`src/gac_pkg.sv`:
```
// Package: register map, field layout and decode helpers for the GPIO alternate function block
package gac_pkg;

  localparam int NUM_PINS = 13;
  localparam int NUM_CS   = 3;
  localparam int NUM_REGS = 24;
  localparam int SYNC_W   = 35;

  localparam logic [7:0] IDX_CS0_BASE_HIGH   = 8'h60;
  localparam logic [7:0] IDX_CS0_BASE_LOW    = 8'h61;
  localparam logic [7:0] IDX_CS1_BASE_HIGH   = 8'h62;
  localparam logic [7:0] IDX_CS1_BASE_LOW    = 8'h63;
  localparam logic [7:0] IDX_CS2_BASE_HIGH   = 8'h64;
  localparam logic [7:0] IDX_CS2_BASE_LOW    = 8'h65;
  localparam logic [7:0] IDX_SIO_BASE_HIGH   = 8'h66;
  localparam logic [7:0] IDX_SIO_BASE_LOW    = 8'h67;
  localparam logic [7:0] IDX_IRQ_LEVEL       = 8'h70;
  localparam logic [7:0] IDX_LOW_POLARITY    = 8'hF0;
  localparam logic [7:0] IDX_CHIP_SELECT0_CONTROL     = 8'hF1;
  localparam logic [7:0] IDX_CHIP_SELECT1_CONTROL     = 8'hF2;
  localparam logic [7:0] IDX_CHIP_SELECT2_CONTROL     = 8'hF3;
  localparam logic [7:0] IDX_LOW_FUNCTION    = 8'hF4;
  localparam logic [7:0] IDX_LOW_DIRECTION   = 8'hF5;
  localparam logic [7:0] IDX_FAST_CTRL       = 8'hF6;
  localparam logic [7:0] IDX_FAST_ENABLE     = 8'hF7;
  localparam logic [7:0] IDX_HIGH_POLARITY   = 8'hF8;
  localparam logic [7:0] IDX_HIGH_FUNCTION   = 8'hF9;
  localparam logic [7:0] IDX_HIGH_DIRECTION  = 8'hFA;
  localparam logic [7:0] IDX_HADDR_SEL_A     = 8'hFB;
  localparam logic [7:0] IDX_HADDR_SEL_B     = 8'hFC;
  localparam logic [7:0] IDX_PIN_ENABLE_LOW  = 8'h25;
  localparam logic [7:0] IDX_PIN_ENABLE_HIGH = 8'h26;

  localparam logic [7:0] RESET_VALUE = 8'h00;
  localparam logic [7:0] MASK_FULL   = 8'hFF;
  localparam logic [7:0] MASK_NIBBLE = 8'h0F;
  localparam logic [7:0] MASK_FIVE   = 8'h1F;
  localparam logic [7:0] MASK_CTRL   = 8'h3F;
  localparam logic [7:0] MASK_DEVEN  = 8'h9F;
  localparam logic [7:0] MASK_NONE   = 8'h00;
  localparam logic [4:0] SLOT_NONE   = 5'h1F;

  localparam int FAST_SHARE_BIT = 5;
  localparam int FAST_QUAL_BIT  = 4;
  localparam int DEV_GPIO_BIT   = 7;
  localparam int DEV_EPP_BIT    = 4;
  localparam logic [3:0]  IRQ_CODE_3   = 4'h3;
  localparam logic [3:0]  IRQ_CODE_11  = 4'hB;
  localparam logic [15:0] EPP_OFS_MIN  = 16'h0003;
  localparam logic [15:0] EPP_OFS_MAX  = 16'h0007;
  localparam logic [15:0] SIO_SECOND   = 16'h0001;

  typedef enum logic [1:0] {
    CS_KIND_ADDR   = 2'b00,
    CS_KIND_READ   = 2'b01,
    CS_KIND_WRITE  = 2'b10,
    CS_KIND_EITHER = 2'b11
  } gac_cs_kind_type;

  function automatic logic [NUM_PINS-1:0] loc_to_pins(input logic [3:0] code);
    logic [NUM_PINS-1:0] pins;
    pins = '0;
    if (code[0]) begin
      pins[code[3:1]] = 1'b1;
    end else if (code != 4'h0 && code <= 4'hA) begin
      pins[4'h7 + {1'b0, code[3:1]}] = 1'b1;
    end
    return pins;
  endfunction

  function automatic logic [4:0] slot_of(input logic [7:0] idx);
    case (idx)
      IDX_CS0_BASE_HIGH:   return 5'h00;
      IDX_CS0_BASE_LOW:    return 5'h01;
      IDX_CS1_BASE_HIGH:   return 5'h02;
      IDX_CS1_BASE_LOW:    return 5'h03;
      IDX_CS2_BASE_HIGH:   return 5'h04;
      IDX_CS2_BASE_LOW:    return 5'h05;
      IDX_SIO_BASE_HIGH:   return 5'h06;
      IDX_SIO_BASE_LOW:    return 5'h07;
      IDX_IRQ_LEVEL:       return 5'h08;
      IDX_LOW_POLARITY:    return 5'h09;
      IDX_CHIP_SELECT0_CONTROL:     return 5'h0A;
      IDX_CHIP_SELECT1_CONTROL:     return 5'h0B;
      IDX_CHIP_SELECT2_CONTROL:     return 5'h0C;
      IDX_LOW_FUNCTION:    return 5'h0D;
      IDX_LOW_DIRECTION:   return 5'h0E;
      IDX_FAST_CTRL:       return 5'h0F;
      IDX_FAST_ENABLE:     return 5'h10;
      IDX_HIGH_POLARITY:   return 5'h11;
      IDX_HIGH_FUNCTION:   return 5'h12;
      IDX_HIGH_DIRECTION:  return 5'h13;
      IDX_HADDR_SEL_A:     return 5'h14;
      IDX_HADDR_SEL_B:     return 5'h15;
      IDX_PIN_ENABLE_LOW:  return 5'h16;
      IDX_PIN_ENABLE_HIGH: return 5'h17;
      default:             return SLOT_NONE;
    endcase
  endfunction

  function automatic logic [7:0] write_mask(input logic [7:0] idx);
    case (idx)
      IDX_CS0_BASE_HIGH, IDX_CS1_BASE_HIGH,
      IDX_CS2_BASE_HIGH, IDX_SIO_BASE_HIGH:  return MASK_NIBBLE;
      IDX_FAST_CTRL:                         return MASK_CTRL;
      IDX_FAST_ENABLE:                       return MASK_DEVEN;
      IDX_HIGH_POLARITY, IDX_HIGH_FUNCTION,
      IDX_HIGH_DIRECTION, IDX_PIN_ENABLE_HIGH: return MASK_FIVE;
      default: return (slot_of(idx) == SLOT_NONE) ? MASK_NONE : MASK_FULL;
    endcase
  endfunction

endpackage

```
`src/gac_cs_if.sv`:
```
// Interface: one chip select decoder's configuration, bus view and hit result
`timescale 1ns/1ps
interface gac_cs_if;
  logic [15:0] addr;
  logic [15:0] base;
  logic [7:0]  ctrl;
  logic        ior;
  logic        iow;
  logic        hit;
  modport owner (output addr, output base, output ctrl, output ior, output iow, input hit);
  modport decoder (input addr, input base, input ctrl, input ior, input iow, output hit);
endinterface

```
`src/gac_top.sv`:
```
// Top: APB register file, ISA side decode and pin multiplexing for the GPIO unit
// Summary of operation
// - Base high nibble reads zero, low twelve bits stored
// - Type 00 asserts on aligned address match
// - Type 01 needs match plus I/O read
// - Type 10 needs match plus I/O write
// - Type 11 needs match plus read or write
// - Level code 3h gives IRQ3, Bh IRQ11
// - Polarity bit set inverts the pin
// - Function bit set selects simple I/O
// - Direction bit set makes a simple I/O pin an input
// - Share bit makes interrupt output shared
// - Qualify bit uses pins as SA[15:12]
// - Control low nibble places fast cycle pin
// - Per-device enables gate the fast cycle signal
// - EPP offsets 3h to 7h covered by bit 4
// - Location codes: odd pins 0-7, even 8-12
// - Simple I/O at base and base plus one
// - Pin does nothing unless globally enabled
`timescale 1ns/1ps
module gac_top (
  input  wire logic        pclk,
  input  wire logic        presetn,
  input  wire logic [11:0] paddr,
  input  wire logic        psel,
  input  wire logic        penable,
  input  wire logic        pwrite,
  input  wire logic [31:0] pwdata,
  output logic      [31:0] prdata,
  output logic             pready,
  output logic             pslverr,
  input  wire logic [11:0] isa_sa,
  input  wire logic        isa_ior_n,
  input  wire logic        isa_iow_n,
  input  wire logic [7:0]  isa_data_in,
  output logic      [7:0]  isa_data_out,
  output logic             isa_data_oe_n,
  input  wire logic [12:0] gpio_in,
  output logic      [12:0] gpio_out,
  output logic      [12:0] gpio_oe_n,
  output logic             irq3_out,
  output logic             irq3_oe_n,
  output logic             irq11_out,
  output logic             irq11_oe_n,
  input  wire logic [3:0]  unit_access,
  input  wire logic [15:0] parallel_base
);
  localparam int NP = gac_pkg::NUM_PINS;
  localparam int NC = gac_pkg::NUM_CS;

  logic [7:0]    cfg [gac_pkg::NUM_REGS];
  logic [7:0]    reg_idx;
  logic [4:0]    sel_slot;
  logic          mapped;
  logic          access_done;
  logic [11:0]   sa_s;
  logic          ior_n_s;
  logic          iow_n_s;
  logic [7:0]    data_s;
  logic [NP-1:0] pins_s;
  logic          ior;
  logic          iow;
  logic          iow_prev;
  logic [NP-1:0] pin_en;
  logic [NP-1:0] pin_sio;
  logic [NP-1:0] pin_input;
  logic [NP-1:0] pin_pol;
  logic [NP-1:0] pin_val;
  logic [NP-1:0] sio_latch;
  logic [3:0]    high_addr;
  logic [15:0]   isa_addr;
  logic [15:0]   sio_base;
  logic          sio_hit_low;
  logic          sio_hit_high;
  logic [NC-1:0] cs_hit;
  logic [NP-1:0] alt_raw;
  logic [NP-1:0] alt_drive;
  logic [15:0]   epp_offset;
  logic          epp_hit;
  logic          fast_active;
  logic [NP-1:0] fast_pin;
  logic          irq_src;
  logic          irq3_sel;
  logic          irq11_sel;
  logic          irq_shared;
  logic [NP-1:0] next_gpio_out;
  logic [NP-1:0] next_gpio_oe_n;

  function automatic logic [7:0] cfg_at(input logic [7:0] idx);
    return cfg[gac_pkg::slot_of(idx)];
  endfunction

  function automatic logic [15:0] base_of(input logic [7:0] high_idx, input logic [7:0] low_idx);
    return {4'h0, 4'(cfg_at(high_idx)), cfg_at(low_idx)};
  endfunction

  // APB slave: one wait state, unmapped words answer with pslverr
  assign reg_idx     = paddr[9:2];
  assign sel_slot    = gac_pkg::slot_of(reg_idx);
  assign mapped      = (paddr[11:10] == 2'b00) && (sel_slot != gac_pkg::SLOT_NONE);
  assign access_done = psel & penable & pready;

  always_ff @(posedge pclk or negedge presetn) begin
    if (!presetn) begin
      pready <= 1'b0;
    end else begin
      pready <= psel & penable & ~pready;
    end
  end

  always_ff @(posedge pclk or negedge presetn) begin
    if (!presetn) begin
      prdata  <= 32'h0000_0000;
      pslverr <= 1'b0;
    end else if (psel & penable & ~pready) begin
      prdata  <= mapped ? {24'h00_0000, cfg[sel_slot]} : 32'h0000_0000;
      pslverr <= ~mapped;
    end else begin
      pslverr <= 1'b0;
    end
  end

  // Masked writes keep reserved and read-only bits at zero
  always_ff @(posedge pclk or negedge presetn) begin
    if (!presetn) begin
      for (int i = 0; i < gac_pkg::NUM_REGS; i++) begin
        cfg[i] <= gac_pkg::RESET_VALUE;
      end
    end else if (access_done & pwrite & mapped) begin
      cfg[sel_slot] <= pwdata[7:0] & gac_pkg::write_mask(reg_idx);
    end
  end

  // ISA strobes and pins are asynchronous to pclk
  gac_sync #(
    .WIDTH (gac_pkg::SYNC_W)
  ) u_sync (
    .clk   (pclk),
    .rst_n (presetn),
    .d     ({isa_sa, isa_ior_n, isa_iow_n, isa_data_in, gpio_in}),
    .q     ({sa_s, ior_n_s, iow_n_s, data_s, pins_s})
  );

  assign ior = ~ior_n_s;
  assign iow = ~iow_n_s;

  // Pin configuration vectors, upper five pins from their own registers
  // Process form so register changes reach through the function
  always_comb begin
    pin_en    = {5'(cfg_at(gac_pkg::IDX_PIN_ENABLE_HIGH)),
                 cfg_at(gac_pkg::IDX_PIN_ENABLE_LOW)};
    pin_sio   = {5'(cfg_at(gac_pkg::IDX_HIGH_FUNCTION)),
                 cfg_at(gac_pkg::IDX_LOW_FUNCTION)};
    pin_input = {5'(cfg_at(gac_pkg::IDX_HIGH_DIRECTION)),
                 cfg_at(gac_pkg::IDX_LOW_DIRECTION)};
    pin_pol   = {5'(cfg_at(gac_pkg::IDX_HIGH_POLARITY)),
                 cfg_at(gac_pkg::IDX_LOW_POLARITY)};
  end
  assign pin_val   = (pins_s ^ pin_pol) & pin_en;

  // High address inputs taken from located pins only when qualification is on
  always_comb begin
    high_addr[0] = |(gac_pkg::loc_to_pins(4'(cfg_at(gac_pkg::IDX_HADDR_SEL_A))) & pin_val);
    high_addr[1] = |(gac_pkg::loc_to_pins(4'(cfg_at(gac_pkg::IDX_HADDR_SEL_A) >> 4)) & pin_val);
    high_addr[2] = |(gac_pkg::loc_to_pins(4'(cfg_at(gac_pkg::IDX_HADDR_SEL_B))) & pin_val);
    high_addr[3] = |(gac_pkg::loc_to_pins(4'(cfg_at(gac_pkg::IDX_HADDR_SEL_B) >> 4)) & pin_val);
    isa_addr     = 1'(cfg_at(gac_pkg::IDX_FAST_CTRL) >> gac_pkg::FAST_QUAL_BIT) ?
                   {high_addr, sa_s} : {4'h0, sa_s};
  end

  // Chip select decoders
  gac_cs_if cs_bus [NC] ();

  for (genvar k = 0; k < NC; k++) begin : g_cs
    localparam logic [7:0] HIGH_IDX = gac_pkg::IDX_CS0_BASE_HIGH + 8'(2 * k);
    localparam logic [7:0] LOW_IDX  = gac_pkg::IDX_CS0_BASE_LOW + 8'(2 * k);
    localparam logic [7:0] CTRL_IDX = gac_pkg::IDX_CHIP_SELECT0_CONTROL + 8'(k);
    assign cs_bus[k].addr = isa_addr;
    always_comb begin
      cs_bus[k].base = base_of(HIGH_IDX, LOW_IDX);
      cs_bus[k].ctrl = cfg_at(CTRL_IDX);
    end
    assign cs_bus[k].ior  = ior;
    assign cs_bus[k].iow  = iow;
    assign cs_hit[k]      = cs_bus[k].hit;
    gac_cs_decode u_dec (
      .bus (cs_bus[k].decoder)
    );
  end

  // Simple I/O port pair
  always_comb begin
    sio_base = base_of(gac_pkg::IDX_SIO_BASE_HIGH, gac_pkg::IDX_SIO_BASE_LOW);
  end
  assign sio_hit_low  = isa_addr == sio_base;
  assign sio_hit_high = isa_addr == 16'(sio_base + gac_pkg::SIO_SECOND);

  always_ff @(posedge pclk or negedge presetn) begin
    if (!presetn) begin
      iow_prev <= 1'b0;
    end else begin
      iow_prev <= iow;
    end
  end

  // Latch once per write strobe so a long strobe writes one value
  always_ff @(posedge pclk or negedge presetn) begin
    if (!presetn) begin
      sio_latch <= '0;
    end else if (iow & ~iow_prev) begin
      if (sio_hit_low) begin
        sio_latch[7:0] <= data_s;
      end
      if (sio_hit_high) begin
        sio_latch[12:8] <= data_s[4:0];
      end
    end
  end

  always_ff @(posedge pclk or negedge presetn) begin
    if (!presetn) begin
      isa_data_out  <= 8'h00;
      isa_data_oe_n <= 1'b1;
    end else begin
      isa_data_oe_n <= ~(ior & (sio_hit_low | sio_hit_high));
      if (sio_hit_high) begin
        isa_data_out <= {3'h0, pin_val[12:8] & pin_sio[12:8]};
      end else begin
        isa_data_out <= pin_val[7:0] & pin_sio[7:0];
      end
    end
  end

  // Fast cycle: any enabled device hit during a command
  assign epp_offset = isa_addr - parallel_base;
  assign epp_hit    = (epp_offset >= gac_pkg::EPP_OFS_MIN) &&
                      (epp_offset <= gac_pkg::EPP_OFS_MAX);

  always_comb begin
    logic [7:0] dev_en;
    dev_en      = cfg_at(gac_pkg::IDX_FAST_ENABLE);
    fast_active = (ior | iow) &
                  ((dev_en[gac_pkg::DEV_GPIO_BIT] & (sio_hit_low | sio_hit_high | (|cs_hit))) |
                   (dev_en[gac_pkg::DEV_EPP_BIT] & epp_hit) |
                   (|(dev_en[3:0] & unit_access)));
    fast_pin    = gac_pkg::loc_to_pins(4'(cfg_at(gac_pkg::IDX_FAST_CTRL)));
  end

  // Alternate outputs: each strobe lands only on its located pin
  always_comb begin
    alt_raw   = fast_pin & {NP{fast_active}};
    alt_drive = fast_pin;
    for (int k = 0; k < NC; k++) begin
      alt_raw   = alt_raw | (gac_pkg::loc_to_pins(4'(cfg_at(gac_pkg::IDX_CHIP_SELECT0_CONTROL + 8'(k))))
                             & {NP{cs_hit[k]}});
      alt_drive = alt_drive | gac_pkg::loc_to_pins(4'(cfg_at(gac_pkg::IDX_CHIP_SELECT0_CONTROL + 8'(k))));
    end
  end

  always_comb begin
    for (int p = 0; p < NP; p++) begin
      if (pin_sio[p]) begin
        next_gpio_out[p]  = sio_latch[p] ^ pin_pol[p];
        next_gpio_oe_n[p] = ~(pin_en[p] & ~pin_input[p]);
      end else begin
        next_gpio_out[p]  = alt_raw[p] ^ pin_pol[p];
        next_gpio_oe_n[p] = ~(pin_en[p] & alt_drive[p]);
      end
    end
  end

  // Registered pins avoid glitches from the decode cone
  always_ff @(posedge pclk or negedge presetn) begin
    if (!presetn) begin
      gpio_out  <= '0;
      gpio_oe_n <= '1;
    end else begin
      gpio_out  <= next_gpio_out;
      gpio_oe_n <= next_gpio_oe_n;
    end
  end

  // Interrupt mapping from a located alternate-function input pin
  always_comb begin
    irq_src    = |(gac_pkg::loc_to_pins(4'(cfg_at(gac_pkg::IDX_IRQ_LEVEL) >> 4))
                   & pin_val & ~pin_sio);
    irq3_sel   = 4'(cfg_at(gac_pkg::IDX_IRQ_LEVEL)) == gac_pkg::IRQ_CODE_3;
    irq11_sel  = 4'(cfg_at(gac_pkg::IDX_IRQ_LEVEL)) == gac_pkg::IRQ_CODE_11;
    irq_shared = 1'(cfg_at(gac_pkg::IDX_FAST_CTRL) >> gac_pkg::FAST_SHARE_BIT);
  end

  // Shared mode drives only while asserting so other sources can join the line
  always_ff @(posedge pclk or negedge presetn) begin
    if (!presetn) begin
      irq3_out   <= 1'b0;
      irq3_oe_n  <= 1'b1;
      irq11_out  <= 1'b0;
      irq11_oe_n <= 1'b1;
    end else begin
      irq3_out   <= irq3_sel & irq_src;
      irq11_out  <= irq11_sel & irq_src;
      irq3_oe_n  <= irq_shared ? ~(irq3_sel & irq_src) : ~irq3_sel;
      irq11_oe_n <= irq_shared ? ~(irq11_sel & irq_src) : ~irq11_sel;
    end
  end

endmodule // gac_top

```
`src/gac_sync.sv`:
```
// Two-flop synchroniser for a vector of asynchronous inputs
`timescale 1ns/1ps
module gac_sync #(
  parameter int WIDTH = 1
) (
  input  wire logic             clk,
  input  wire logic             rst_n,
  input  wire logic [WIDTH-1:0] d,
  output logic      [WIDTH-1:0] q
);
  logic [WIDTH-1:0] stage;

  always_ff @(posedge clk or negedge rst_n) begin
    // Idle high after reset: strobes are active low, pins pulled up
    if (!rst_n) begin
      stage <= '1;
      q     <= '1;
    end else begin
      stage <= d;
      q     <= stage;
    end
  end
endmodule // gac_sync

```
`src/gac_cs_decode.sv`:
```
// Chip select decoder: aligned address match qualified by command type
`timescale 1ns/1ps
module gac_cs_decode (
  gac_cs_if.decoder bus
);
  logic [15:0]              align_mask;
  logic                     addr_match;
  gac_pkg::gac_cs_kind_type kind;

  always_comb begin
    case (bus.ctrl[7:6])
      2'b00:   align_mask = 16'h0000;
      2'b01:   align_mask = 16'h0001;
      2'b10:   align_mask = 16'h0003;
      default: align_mask = 16'h0007;
    endcase
  end

  // Block of 1, 2, 4 or 8 ports
  assign addr_match = ((bus.addr ^ bus.base) & ~align_mask) == 16'h0000;
  assign kind       = gac_pkg::gac_cs_kind_type'(bus.ctrl[5:4]);

  always_comb begin
    case (kind)
      gac_pkg::CS_KIND_ADDR:  bus.hit = addr_match;
      gac_pkg::CS_KIND_READ:  bus.hit = addr_match & bus.ior;
      gac_pkg::CS_KIND_WRITE: bus.hit = addr_match & bus.iow;
      default:                bus.hit = addr_match & (bus.ior | bus.iow);
    endcase
  end
endmodule // gac_cs_decode

```
`config.mk`:
```
export PLATFORM = sky130hd
export DESIGN_NAME = gac_top
export DESIGN_NICKNAME = d
export VERILOG_FILES = /design/src/gac_pkg.sv /design/src/gac_cs_if.sv /design/src/gac_top.sv /design/src/gac_sync.sv /design/src/gac_cs_decode.sv
export SDC_FILE = /design/constraint.sdc
export NUM_CORES = 1
export LEC_CHECK = 0
export BUFFER_PORTS_ARGS = -buffer_cell sky130_fd_sc_hd__buf_2
export CAP_MARGIN = 25
export CORE_MARGIN = 2
export CORE_UTILIZATION = 40
export CTS_CLUSTER_DIAMETER = 60
export CTS_CLUSTER_SIZE = 16
export DETAILED_ROUTE_END_ITERATION = 16
export HOLD_SLACK_MARGIN = 0.08
export MAX_ROUTING_LAYER = met4
export SETUP_SLACK_MARGIN = 0.4
export SLEW_MARGIN = 10
export SYNTH_ARGS = -nofsm -noshare
export SYNTH_HDL_FRONTEND = slang
export SYNTH_SLANG_ARGS = --single-unit
```
`constraint.sdc`:
```
create_clock -name pclk -period 3.5 [get_ports pclk]
set_input_delay 0.7 -clock pclk [delete_from_list [all_inputs] [get_ports pclk]]
set_output_delay 0.7 -clock pclk [all_outputs]
set_load 0.03 [all_outputs]
```
==> results of run 1 <==
-- final timing paths --
kind / startpoint / endpoint / slack (ns) / depth (start not counted)
hold reg to reg: u_sync.stage[21]$_DFF_PN1_ / u_sync.q[21]$_DFF_PN1_ / 0.35 / 0
max in group asynchronous: presetn / u_sync.stage[27]$_DFF_PN1_ / 2.38 / 3
hold / removal: presetn / sio_latch[0]$_DFFE_PN0P_ / 0.14 / 1
setup reg to reg: u_sync.q[5]$_DFF_PN1_ / gpio_out[10]$_DFF_PN0_ / -0.34 / 18
min in group pclk: isa_sa[6] / u_sync.stage[29]$_DFF_PN1_ / 0.22 / 1
setup / recovery: u_sync.q[5]$_DFF_PN1_ / gpio_out[10]$_DFF_PN0_ / -0.34 / 18
-- registers in the layout, indices dropped and copies added (netlist names), 8 cells and up --
register / count
gpio_oe_n: 13
gpio_out: 13
prdata: 8
isa_data_out: 8
sio_latch: 13
u_sync.stage: 35
u_sync.q: 35
cfg: 192
-- logic make-up (layout without fill, tap and decap cells) --
logic type	count (synthesis)	count (layout)
buffers and inverters	206	480
multiplexers	120	120
XOR/XNOR	80	80
adder cells (fa/ha/maj)	26	26
AO/OA/AOI/OAI	443	443
AND/OR/NAND/NOR	683	683
flip-flops	325	325
other	1	24
-- through the flow --
stage | utilization | hold WS, ns | instances | setup WS, ns
final | 0.496 | 0.138 | 2781 | -0.338
after global routing | 0.496 | 0.163 | 2781 | -0.578
after CTS | 0.494 | 0.130 | 2780 | -0.353
after detailed placement | 0.466 | 0.347 | 2710 | -0.496
after global placement | 0.466 | 0.346 | 2710 | -0.421
after floorplan | - | 0.345 | 1907 | -0.0649
-- cells in the final DEF, fill, tap and decap left out, types with 38 or more instances in the layout --
| master | count |
|---|---|
| nor2b_1 | 45 |
| o21ai_0 | 126 |
| inv_1 | 54 |
| mux2_2 | 111 |
| dfstp_2 | 86 |
| xnor2_1 | 38 |
| a21oi_1 | 63 |
| nand3_1 | 49 |
| nand2_1 | 171 |
| buf_2 | 125 |
| dfrtp_1 | 239 |
| nor3_1 | 59 |
| nor2_1 | 118 |
| buf_4 | 216 |
-- timing repair --
| item | 4_1_cts | 5_1_grt |
|---|---|---|
| resized for setup | 11 | 16 |
| pin swaps | 7 | 12 |
| endpoints found under the setup margin | 18 | 42 |
| buffers inserted | 6 | 1 |
-- synthesized netlist by cell type, types with 7 or more instances --
| master | count | area (um^2) |
|---|---|---|
| a21oi_1 | 63 | 315 |
| buf_1 | 11 | 41.3 |
| a211oi_1 | 10 | 75.1 |
| nor2b_1 | 45 | 282 |
| nand4_1 | 25 | 156 |
| nor3b_1 | 8 | 60.1 |
| nand3b_1 | 10 | 75.1 |
| a32o_1 | 7 | 70.1 |
| nand4b_1 | 9 | 78.8 |
| o21ai_1 | 11 | 55.1 |
| or2_2 | 9 | 56.3 |
| a22oi_1 | 9 | 67.6 |
| o21a_1 | 10 | 75.1 |
| a21o_1 | 9 | 67.6 |
| dfrtp_1 | 239 | 5980 |
| nor2_2 | 11 | 68.8 |
| nor2_1 | 119 | 447 |
| ha_1 | 25 | 313 |
| clkbuf_1 | 68 | 255 |
| a31oi_1 | 12 | 75.1 |
| o311ai_0 | 9 | 78.8 |
| o22ai_1 | 43 | 269 |
| nor3_1 | 62 | 310 |
| buf_2 | 36 | 180 |
| xnor2_1 | 38 | 333 |
| nand2b_1 | 37 | 231 |
| o211ai_1 | 9 | 67.6 |
| o221ai_1 | 19 | 166 |
| nand3_1 | 49 | 245 |
| buf_4 | 28 | 210 |
| o31ai_1 | 11 | 82.6 |
| o21ai_0 | 130 | 651 |
| a2111oi_0 | 15 | 131 |
| or3_1 | 37 | 231 |
| nand2_1 | 174 | 653 |
| xor2_1 | 40 | 350 |
| and3_1 | 14 | 87.6 |
| dfstp_2 | 86 | 2260 |
| and2_1 | 34 | 213 |
| nor4_1 | 12 | 75.1 |
| inv_1 | 54 | 203 |
| mux2_2 | 111 | 1250 |
-- where the power goes --
group,internal [mW],switching (mW)
logic,0.266,0.446
registers,3.83,0.0458
clock network,2.09,1.72
total,6.19,2.21
-- worst max-delay path, cell delays in order (launching register included) --
cell and delay, ns:
dfstp_2 0.57, xor2_4 0.22, a21oi_2 0.09, o41ai_2 0.33, o2111a_2 0.28, o21a_4 0.17, ha_4 0.22, buf_4 0.13
o21a_1 0.11, nor3_1 0.14, and4b_1 0.22, o22ai_1 0.18, nor4_2 0.08, buf_4 0.14, a211oi_4 0.23, buf_12 0.18
buf_4 0.14, nor3_1 0.06, nor4_2 0.24
-- routing by layer --
metal | vias to the layer above | global-route usage | part of all wire
li1 | 7290 | - | -
met1 | 8051 | 0.397 | 0.44
met2 | 655 | 0.451 | 0.45
met3 | 139 | 0.0396 | 0.063
met4 | 0 | 0.127 | 0.045
met5 | - | - | 0
-- area by class of cell --
type,instances,area [um^2],area share
Clock inverter,21,206,0.00921
Multi-Input combinational cell,1376,9430,0.420
Sequential cell,325,8240,0.367
Timing Repair Buffer,361,2630,0.117
Inverter,55,211,0.00943
Clock buffer,43,957,0.0427
Tap cell,600,751,0.0335
==> impl_results.md, run 1 <==
* Die H at 218 um
* Number of remaining DRC errors at 0
* Ports at 177
* Bufs on Longest Clock Path at 3
* Global Route Usage Sum at 0.296
* Setup TNS at -3.49 ns
* Post-synthesis simple-gate area fraction at 0.195
* Via count at roughly 16000
* H-tree level count at 2
* Max-cap violation count at 0
* Rows at 78
* Clock buffer count from CTS at 35
* Worst Path Required at 3.96 ns
* Setup CP Type: reg -> reg
* Adder-Cell Fraction of Synth Area at 0.0182
* Clk_lat worst skew at 0.58 ns
* Cts hold-fix bufs at 0
* Overflow after GRT at 0
* Clock sink count at 325
* Hold crit path type: in -> async
* Endpoints failing hold at 0
* Number of synthesized register bits at between 300 and 400
* Synthesized area at between 0.015 and 0.02 mm^2
* VDD IR max at 424 uV
* N_diodes at 0
* Clk slew on worst S/H paths at around 0.060 ns
* Net count reported at finish at ~2300
* Period utilization at 1.10
* Crit path max fanout at 11
* CTS tree: built
* Die area at around 0.047 mm^2
* Syn-to-layout area delta at 23.0%
* Pwr Density at approximately 370 mW/mm^2
* Worst setup SP type: register
* Failing checks: setup timing
* Final Setup Violations at 13
* GPL Wtd Cong at 0.964
* Slew @ Worst Pin at 0.828 ns
* IO Port Bufs at 126
* Worst Setup End Kind: register
* Main combinational cell family by area after synthesis: simple AND/OR/NAND/NOR gates
* Post-DR wirelength/cell at 24.3 um
* Starting Density at 0.404
* F_max at 261 MHz
* Drt initial violations at ~1600
* Vias per cell at 5.80
* Fraction of layout cells with a size suffix above 1 at 0.327
* Placed Area at 0.0211 mm^2
* Top FF cell, synth: dfrtp_1
* Post-synth EDFFs at 0
* Clock skew at 0.0335 ns
* Total power at 8.40 mW
* Initial antenna violation count at 2
* Design Area, Final at 0.0224 mm^2
* Post-DRT Antenna Nets at 0
* Post-Synthesis Mean Instance Area at about 9.7 um^2
* Leak at 10.0 nW
* Max-slew violation total from the final report at 0
* Detailed Routing Iterations Pass 1 at 5
* Mux contribution to synthesized area at 0.0748
* Dpl hpwl at just over 50000 um
* Synth Area in Compound Gates at 0.168
* Setup ws final at -0.338 ns
* Clk root buf: clkbuf_16
* Netlist cell types at 103
* Synth Area in XOR/XNOR at 0.0392
* WL final at 67600 um
* Worst slew margin at 0.443
* Core ar. at 0.0452 mm^2
* Synth Warn # at 0
* Register area share after synthesis at 0.452
* Fillcell total at slightly above 4000
* Die width at 218 um
* Global-route wire length before repair at approximately 100000 um
* Cell count after synthesis at 1884
* Outcome: finished, violations left
* CP arrival at 4.30 ns
* Post-synth ARST share at 1.00
* Min Tclk post-route at 3.84 ns
* Largest net degree at the start of global routing at a little under 80
* Vias in the first global route at around 16000
* RSZ-0062 raised after global routing: yes
No activity file was read; power rests on OpenSTA's default activity.
==> run 2, diff against run 1 <==
--- a/config.mk
+++ b/config.mk
@@ -5,15 +5,18 @@
 export SDC_FILE = /design/constraint.sdc
 export NUM_CORES = 1
 export LEC_CHECK = 0
-export BUFFER_PORTS_ARGS = -buffer_cell sky130_fd_sc_hd__buf_2
 export CAP_MARGIN = 25
+export CELL_PAD_IN_SITES_DETAIL_PLACEMENT = 1
+export CELL_PAD_IN_SITES_GLOBAL_PLACEMENT = 2
 export CORE_MARGIN = 2
 export CORE_UTILIZATION = 40
 export CTS_CLUSTER_DIAMETER = 60
 export CTS_CLUSTER_SIZE = 16
 export DETAILED_ROUTE_END_ITERATION = 16
+export DONT_BUFFER_PORTS = 1
 export HOLD_SLACK_MARGIN = 0.08
 export MAX_ROUTING_LAYER = met4
+export PLACE_DENSITY_LB_ADDON = 0.1
 export SETUP_SLACK_MARGIN = 0.4
 export SLEW_MARGIN = 10
 export SYNTH_ARGS = -nofsm -noshare
==> constraint.sdc (replaced) <==
create_clock -name pclk -period 3.86 [get_ports pclk]
set_input_delay 0.772 -clock pclk [delete_from_list [all_inputs] [get_ports pclk]]
set_output_delay 0.772 -clock pclk [all_outputs]
set_load 0.03 [all_outputs]
==> run 2 against run 1 <==
- the flow finishes with violations (hold timing, setup timing)
- worst hold slack got worse by 0.21 ns
- core utilization fell by 3.6 points
- clock skew fell by 0.0097 ns
- clock power fell by 8.9%
- wire length rose by 7.1%
- via count fell by 5.8%
- register-to-register slack improved by 0.29 ns
- final cell count fell by 8.6%
- global-route usage rose by 2.3 points
- power fell by 11%
- clock-buffer cell count did not move
==> impl_results.md, run 2 (synthesized netlist as in run 1, its figures left out) <==
* Outcome: finished, violations left
* Failing checks: hold timing, setup timing
* FF-to-FF path depth at 17
* WL final at about 72000 um
* Global Route Usage Sum at 0.319
* Fillcell total at 5056
* CP max stage delay at 0.58 ns
* Clk slew on worst S/H paths at 0.07 ns
* WP buf/inv at 1
* Commonest non-fill, non-tap cell in the layout: dfrtp_1
* CP arrival at 4.36 ns
* Placed Area at approximately 0.02 mm^2
* Commonest cells after routing, fill and taps aside: 239 x dfrtp_1, 172 x nand2_1, 127 x o21ai_0
* Post-DR wirelength/cell at 28.5 um
* FF-to-FF Start: u_sync.q[1]$_DFF_PN1_
* Die area at around 0.047 mm^2
* Crit path max fanout at 9
* IO Port Bufs at 0
* Largest net degree at the start of global routing at about 330
* CP startpoint: u_sync.q[1]$_DFF_PN1_
* Leak at 8.86 nW
* Post-DRT Antenna Nets at 0
* Endpoints failing hold at 51
* Reg2Reg Setup Slack at -0.04 ns
* Global-route wire length before repair at 108000 um
* Bufs on Longest Clock Path at 3
* Register with the most flip-flops: cfg
* Starting Density at 0.404
* Pwr Density at approximately 360 mW/mm^2
* Max reg flops at between 150 and 200
* Critical path's slowest cell: dfstp_2
* GPL Wtd Cong at 0.956
* Terminus of the critical flop-to-flop path: gpio_out[10]$_DFF_PN0_
* Core ar. at 0.0452 mm^2
* Fraction of layout cells with a size suffix above 1 at 0.245
* N_diodes at 0
* Slew @ Worst Pin at 1.28 ns
* Setup CP Type: reg -> reg
* Vias per cell at between 5 and 6
* F_max at 256 MHz
* Number of remaining DRC errors at 0
* H-tree level count at 2
* Worst Path Required at 4.32 ns
* Vias in the first global route at 15800
* CP top delay family: compound AO/OA/AOI/OAI gates
* Net count reported at finish at 2046
* Clock buffer count from CTS at 36
* Worst setup SP type: register
* VDD IR max at 357 uV
* Crit-path cells: xor2_4 -> a311oi_2 -> o41ai_2 -> o2111a_2 -> o21a_4 -> ha_4 -> nand2b_4 -> o21ai_4 -> a311oi_2 -> o211ai_1 -> a211oi_2 -> nand4_1 -> nor4_4 -> a211oi_4 -> buf_12 -> o2111a_1 -> nor4_2
* Syn-to-layout area delta at 14.1%
* Clk root buf: clkbuf_16
* Detailed Routing Iterations Pass 1 at 4
* Final hold slack at -0.0724 ns
* Period utilization at 1.01
* Overflow after GRT at 0
* CP Depth at 17
* Drt initial violations at 943
* Via count at about 15000
* Die width at approximately 220 um
* Final Setup Violations at 7
* Initial antenna violation count at 4
* Hold crit path type: in -> async
* Registers with the most flip-flops: cfg (192), u_sync.q (35), u_sync.stage (35)
* Min Tclk post-route at a little under 4 ns
* Clock skew at 0.0238 ns
* CP dominant cell by count: a311oi_2
* Worst slew margin at 0.144
* End of the critical path: gpio_out[10]$_DFF_PN0_
* RSZ-0062 raised after global routing: yes
* Clock sink count at 325
* Rows at a little under 80
* Max-slew violation total from the final report at 0
* CTS tree: built
* Dpl hpwl at approximately 53000 um
* Clk_lat worst skew at approximately 0.56 ns
* Design Area, Final at around 0.021 mm^2
* Max-cap violation count at 0
* Finished Layout Cells at 2541
* Ports at around 180
* Die H at 218 um
* Worst Setup End Kind: register
* Setup ws final at -0.0448 ns
* Inst Count DP at 2476
==> run 2: cell types whose count changed in the layout (fill, tap and decap cells not counted), moves of 3 or more <==
cell	change
inv_6	-6
clkinvlp_4	+3
a21oi_1	-3
buf_4	-104
buf_2	-125
buf_12	-11
==> run 2: timing repair <==
action | 4_1_cts | 5_1_grt
resized for setup | 9 | 15
endpoints found under the hold margin | 239 | 239
pin swaps | 3 | 5
endpoints found under the setup margin | 18 | 31
buffers inserted | 0 | 2
==> run 2: final cells by class <==
cell class | instances | area (um^2) | area share
clock inverter | 20 | 195 | 0.00938
clock buffer | 43 | 968 | 0.0465
inverter | 55 | 208 | 0.00998
sequential | 325 | 8240 | 0.396
multi-input combinational | 1376 | 9430 | 0.453
tap | 600 | 751 | 0.0361
timing repair buffer | 122 | 1010 | 0.0488
==> run 2: worst min-delay path by stage <==
stage	from	end	slack [ns]	cells after the start
finish	presetn	cfg[59]$_DFFE_PN0P_	-0.07	0
CTS	presetn	cfg[61]$_DFFE_PN0P_	-0.09	0
global placement	u_sync.stage[33]$_DFF_PN1_	u_sync.q[33]$_DFF_PN1_	0.35	0
global route	presetn	cfg[59]$_DFFE_PN0P_	-0.1	0
detailed placement	u_sync.stage[32]$_DFF_PN1_	u_sync.q[32]$_DFF_PN1_	0.35	0
floorplan	u_sync.stage[0]$_DFF_PN1_	u_sync.q[0]$_DFF_PN1_	0.35	0
==> run 2: routing by layer <==
metal | up-vias | global-route usage | routed length [um]
met2 | 400 | 0.482 | 32800
met5 | - | - | 0
met3 | 118 | 0.0471 | 3660
met4 | 0 | 0.0945 | 2310
li1 | 6786 | - | -
met1 | 7898 | 0.445 | 33700
==> run 2: stage by stage <==
step | TNS [ns] | total power [mW] | utilization | setup slack, ns
after floorplan | 0 | 3.90 | - | 0.295
after global placement | -1.05 | 4.03 | 0.431 | -0.153
after detailed placement | -1.94 | 4.04 | 0.431 | -0.214
after CTS | -1.21 | 7.54 | 0.459 | -0.158
after global routing | -2.80 | 7.72 | 0.460 | -0.272
final | -0.141 | 7.47 | 0.460 | -0.0448
==> run 2: power by group <==
part | switching (mW) | internal (mW) | total [mW]
Clock | 1.57 | 1.91 | 3.47
Sequential | 0.0494 | 3.48 | 3.53
Combinational | 0.302 | 0.164 | 0.466
==> run 3, diff against run 2 <==
--- a/config.mk
+++ b/config.mk
@@ -15,9 +15,7 @@
 export DETAILED_ROUTE_END_ITERATION = 16
 export DONT_BUFFER_PORTS = 1
 export HOLD_SLACK_MARGIN = 0.08
-export MAX_ROUTING_LAYER = met4
 export PLACE_DENSITY_LB_ADDON = 0.1
-export SETUP_SLACK_MARGIN = 0.4
 export SLEW_MARGIN = 10
 export SYNTH_ARGS = -nofsm -noshare
 export SYNTH_HDL_FRONTEND = slang
==> run 3 against run 2 <==
- the run still ends with hold timing, setup timing left
- first-iteration DRC count up 25%
- non-clock buffer count up 78
- combinational power is 11% higher
- power increased by 5.9%
- global-route usage decreased by 0.76 points
- clock power grew 12%
- critical path depth grew 3
==> impl_results.md, run 3 (synthesized netlist as in run 1, its figures left out) <==
* Number of remaining DRC errors at 0
* End of the critical path: gpio_out[4]$_DFF_PN0_
* Vias in the first global route at between 15000 and 20000
* Period utilization at 1.08
* Bufs on Longest Clock Path at 3
* Syn-to-layout area delta at 18.0%
* Fillcell total at 5077
* Post-layout util at 0.476
* Dpl hpwl at 53500 um
* FF-to-FF path depth at 20
* Finished Layout Cells at 2625
* Core ar. at 0.0452 mm^2
* Fraction of layout cells with a size suffix above 1 at 0.276
* RSZ-0062 raised after global routing: yes
* H-tree level count at 2
* Worst Setup End Kind: register
* Failing checks: hold timing, setup timing
* GPL Wtd Cong at 0.934
* CP arrival at 4.62 ns
* Register with the most flip-flops: cfg
* Setup CP Type: reg -> reg
* IO Port Bufs at 0
* Outcome: finished, violations left
* Worst Path Required at approximately 4.3 ns
* Final hold slack at -0.0735 ns
* Die area at 0.0473 mm^2
* GR Util met3 at 0.0445
* Drt initial violations at around 1200
* Clk_lat worst skew at about 0.58 ns
* Setup ws final at -0.309 ns
* Max reg flops at 192
* Commonest non-fill, non-tap cell in the layout: dfrtp_1
* Max-cap violation count at 0
* Initial antenna violation count at 3
* CP startpoint: u_sync.q[9]$_DFF_PN1_
* Clk slew on worst S/H paths at 0.07 ns
* GR Util met1 at 0.448
* Worst setup SP type: register
* Inst Count DP at 2544
* Post-DRT Antenna Nets at 0
* Registers with the most flip-flops: cfg (192), u_sync.q (35), u_sync.stage (35)
* Logic pwr share at 0.065
* WL final at 73500 um
* FF-to-FF Start: u_sync.q[9]$_DFF_PN1_
* Total power at 7.91 mW
* Crit path max fanout at 7
* Clk root buf: clkbuf_16
* Sw Ratio at 0.255
* Via count at 15800
* Clk pwr share at 0.490
* Global Route Usage Sum at 0.312
* Rows at 78
* Endpoints failing hold at 127
* Reg power frac at 0.445
* Worst slew margin at 0.445
* Leak at 9.31 nW
* Detailed Routing Iterations Pass 1 at 5
* VDD IR max at 330 uV
* Gr busiest metal: met2
* Pwr Density at 367 mW/mm^2
* Design Area, Final at around 0.022 mm^2
* F_max at 240 MHz
* Die width at 218 um
* Post-DR wirelength/cell at 28.0 um
* Slew @ Worst Pin at 0.833 ns
* Commonest cells after routing, fill and taps aside: 238 x dfrtp_1, 188 x buf_4, 174 x nand2_1
* Reg2Reg Setup Slack at -0.31 ns
* Internal at 5.89 mW
* Hold crit path type: in -> async
* Global-route wire length before repair at 109000 um
* Switching pwr at 2.02 mW
* Met2 global-route usage at 0.479
* Ports at 177
* Clock sink count at about 330
* N_diodes at 0
* Starting Density at 0.404
* Terminus of the critical flop-to-flop path: gpio_out[4]$_DFF_PN0_
* Vias per cell at between 6 and 7
* Die H at about 220 um
* Net count reported at finish at 2126
* Clock buffer count from CTS at 38
* Placed Area at ~0.020 mm^2
* Clock skew at 0.0240 ns
* Max-slew violation total from the final report at 0
* Min Tclk post-route at between 4 and 5 ns
* Final Setup Violations at 13
* CTS tree: built
* Largest net degree at the start of global routing at 326
* Overflow after GRT at 0
run 3: cell types whose count changed in the layout (fill, tap and decap cells not counted), sizes merged:
cell and change:
bufinv +3, inv +1, clkinv +1, clkbuf +4, clkinvlp -3, buf +78
run 3: power by group through the flow:
stage,Clock [mW],Combinational [mW],Sequential (mW)
after floorplan,0,0.335,3.55
after global placement,0,0.483,3.58
after detailed placement,0,0.487,3.58
after CTS,3.95,0.498,3.52
after global routing,4.08,0.556,3.52
final,3.87,0.516,3.52
run 3: per-stage QoR:
| step | setup TNS, ns | hold slack, ns | setup slack, ns |
|---|---|---|---|
| after global routing | -3.94 | -0.104 | -0.399 |
| after global placement | -4.86 | 0.346 | -0.470 |
| after floorplan | 0 | 0.345 | 0.0199 |
| after CTS | -0.473 | -0.102 | -0.169 |
| after detailed placement | -5.60 | 0.347 | -0.533 |
| final | -2.76 | -0.0735 | -0.309 |
run 3: worst min path at each step:
| stage | startpoint | end | slack, ns | depth (start not counted) |
|---|---|---|---|---|
| finish | presetn | cfg[45]$_DFFE_PN0P_ | -0.07 | 0 |
| global route | presetn | cfg[45]$_DFFE_PN0P_ | -0.10 | 0 |
| CTS | presetn | cfg[57]$_DFFE_PN0P_ | -0.10 | 0 |
| detailed placement | u_sync.stage[31]$_DFF_PN1_ | u_sync.q[31]$_DFF_PN1_ | 0.35 | 0 |
| global placement | u_sync.stage[24]$_DFF_PN1_ | u_sync.q[24]$_DFF_PN1_ | 0.35 | 0 |
| floorplan | u_sync.stage[0]$_DFF_PN1_ | u_sync.q[0]$_DFF_PN1_ | 0.35 | 0 |
run 3: worst max-delay path: stages (launching register included):
cell and delay (ns):
dfstp_2 0.53, xor2_1 0.17, buf_4 0.16, nand3b_1 0.10, a311oi_2 0.28, a311o_1 0.27, nand2_1 0.12, buf_6 0.15
nor2_4 0.13, ha_4 0.22, inv_2 0.07, buf_4 0.10, o21bai_1 0.07, a21oi_1 0.19, o21ai_2 0.12, xnor2_2 0.17
a211oi_4 0.63, buf_6 0.20, buf_4 0.13, o211ai_1 0.09, o311a_1 0.14
run 3: cell type report:
type                       count  area [um^2]  share of cell area
timing repair buffer         200         1600              0.0743
tap                          600          751              0.0349
clock buffer                  47         1030              0.0477
multi-input combinational   1376         9400               0.437
clock inverter                22          303              0.0141
inverter                      55          208             0.00965
sequential                   325         8240               0.383
run 3: what timing repair did:
| item | CTS | global route |
|---|---|---|
| buffers inserted | 6 | 9 |
| pin swaps | 16 | 23 |
| gates resized for setup | 22 | 29 |
| endpoints found under the hold margin | 239 | 239 |
| endpoints found under the setup margin | 13 | 13 |
run 3: metal layers:
metal | routed length (um) | up-vias
met5 | 0 | -
met4 | 2520 | 0
met3 | 4440 | 121
met2 | 33000 | 514
met1 | 33500 | 8176
li1 | - | 6959
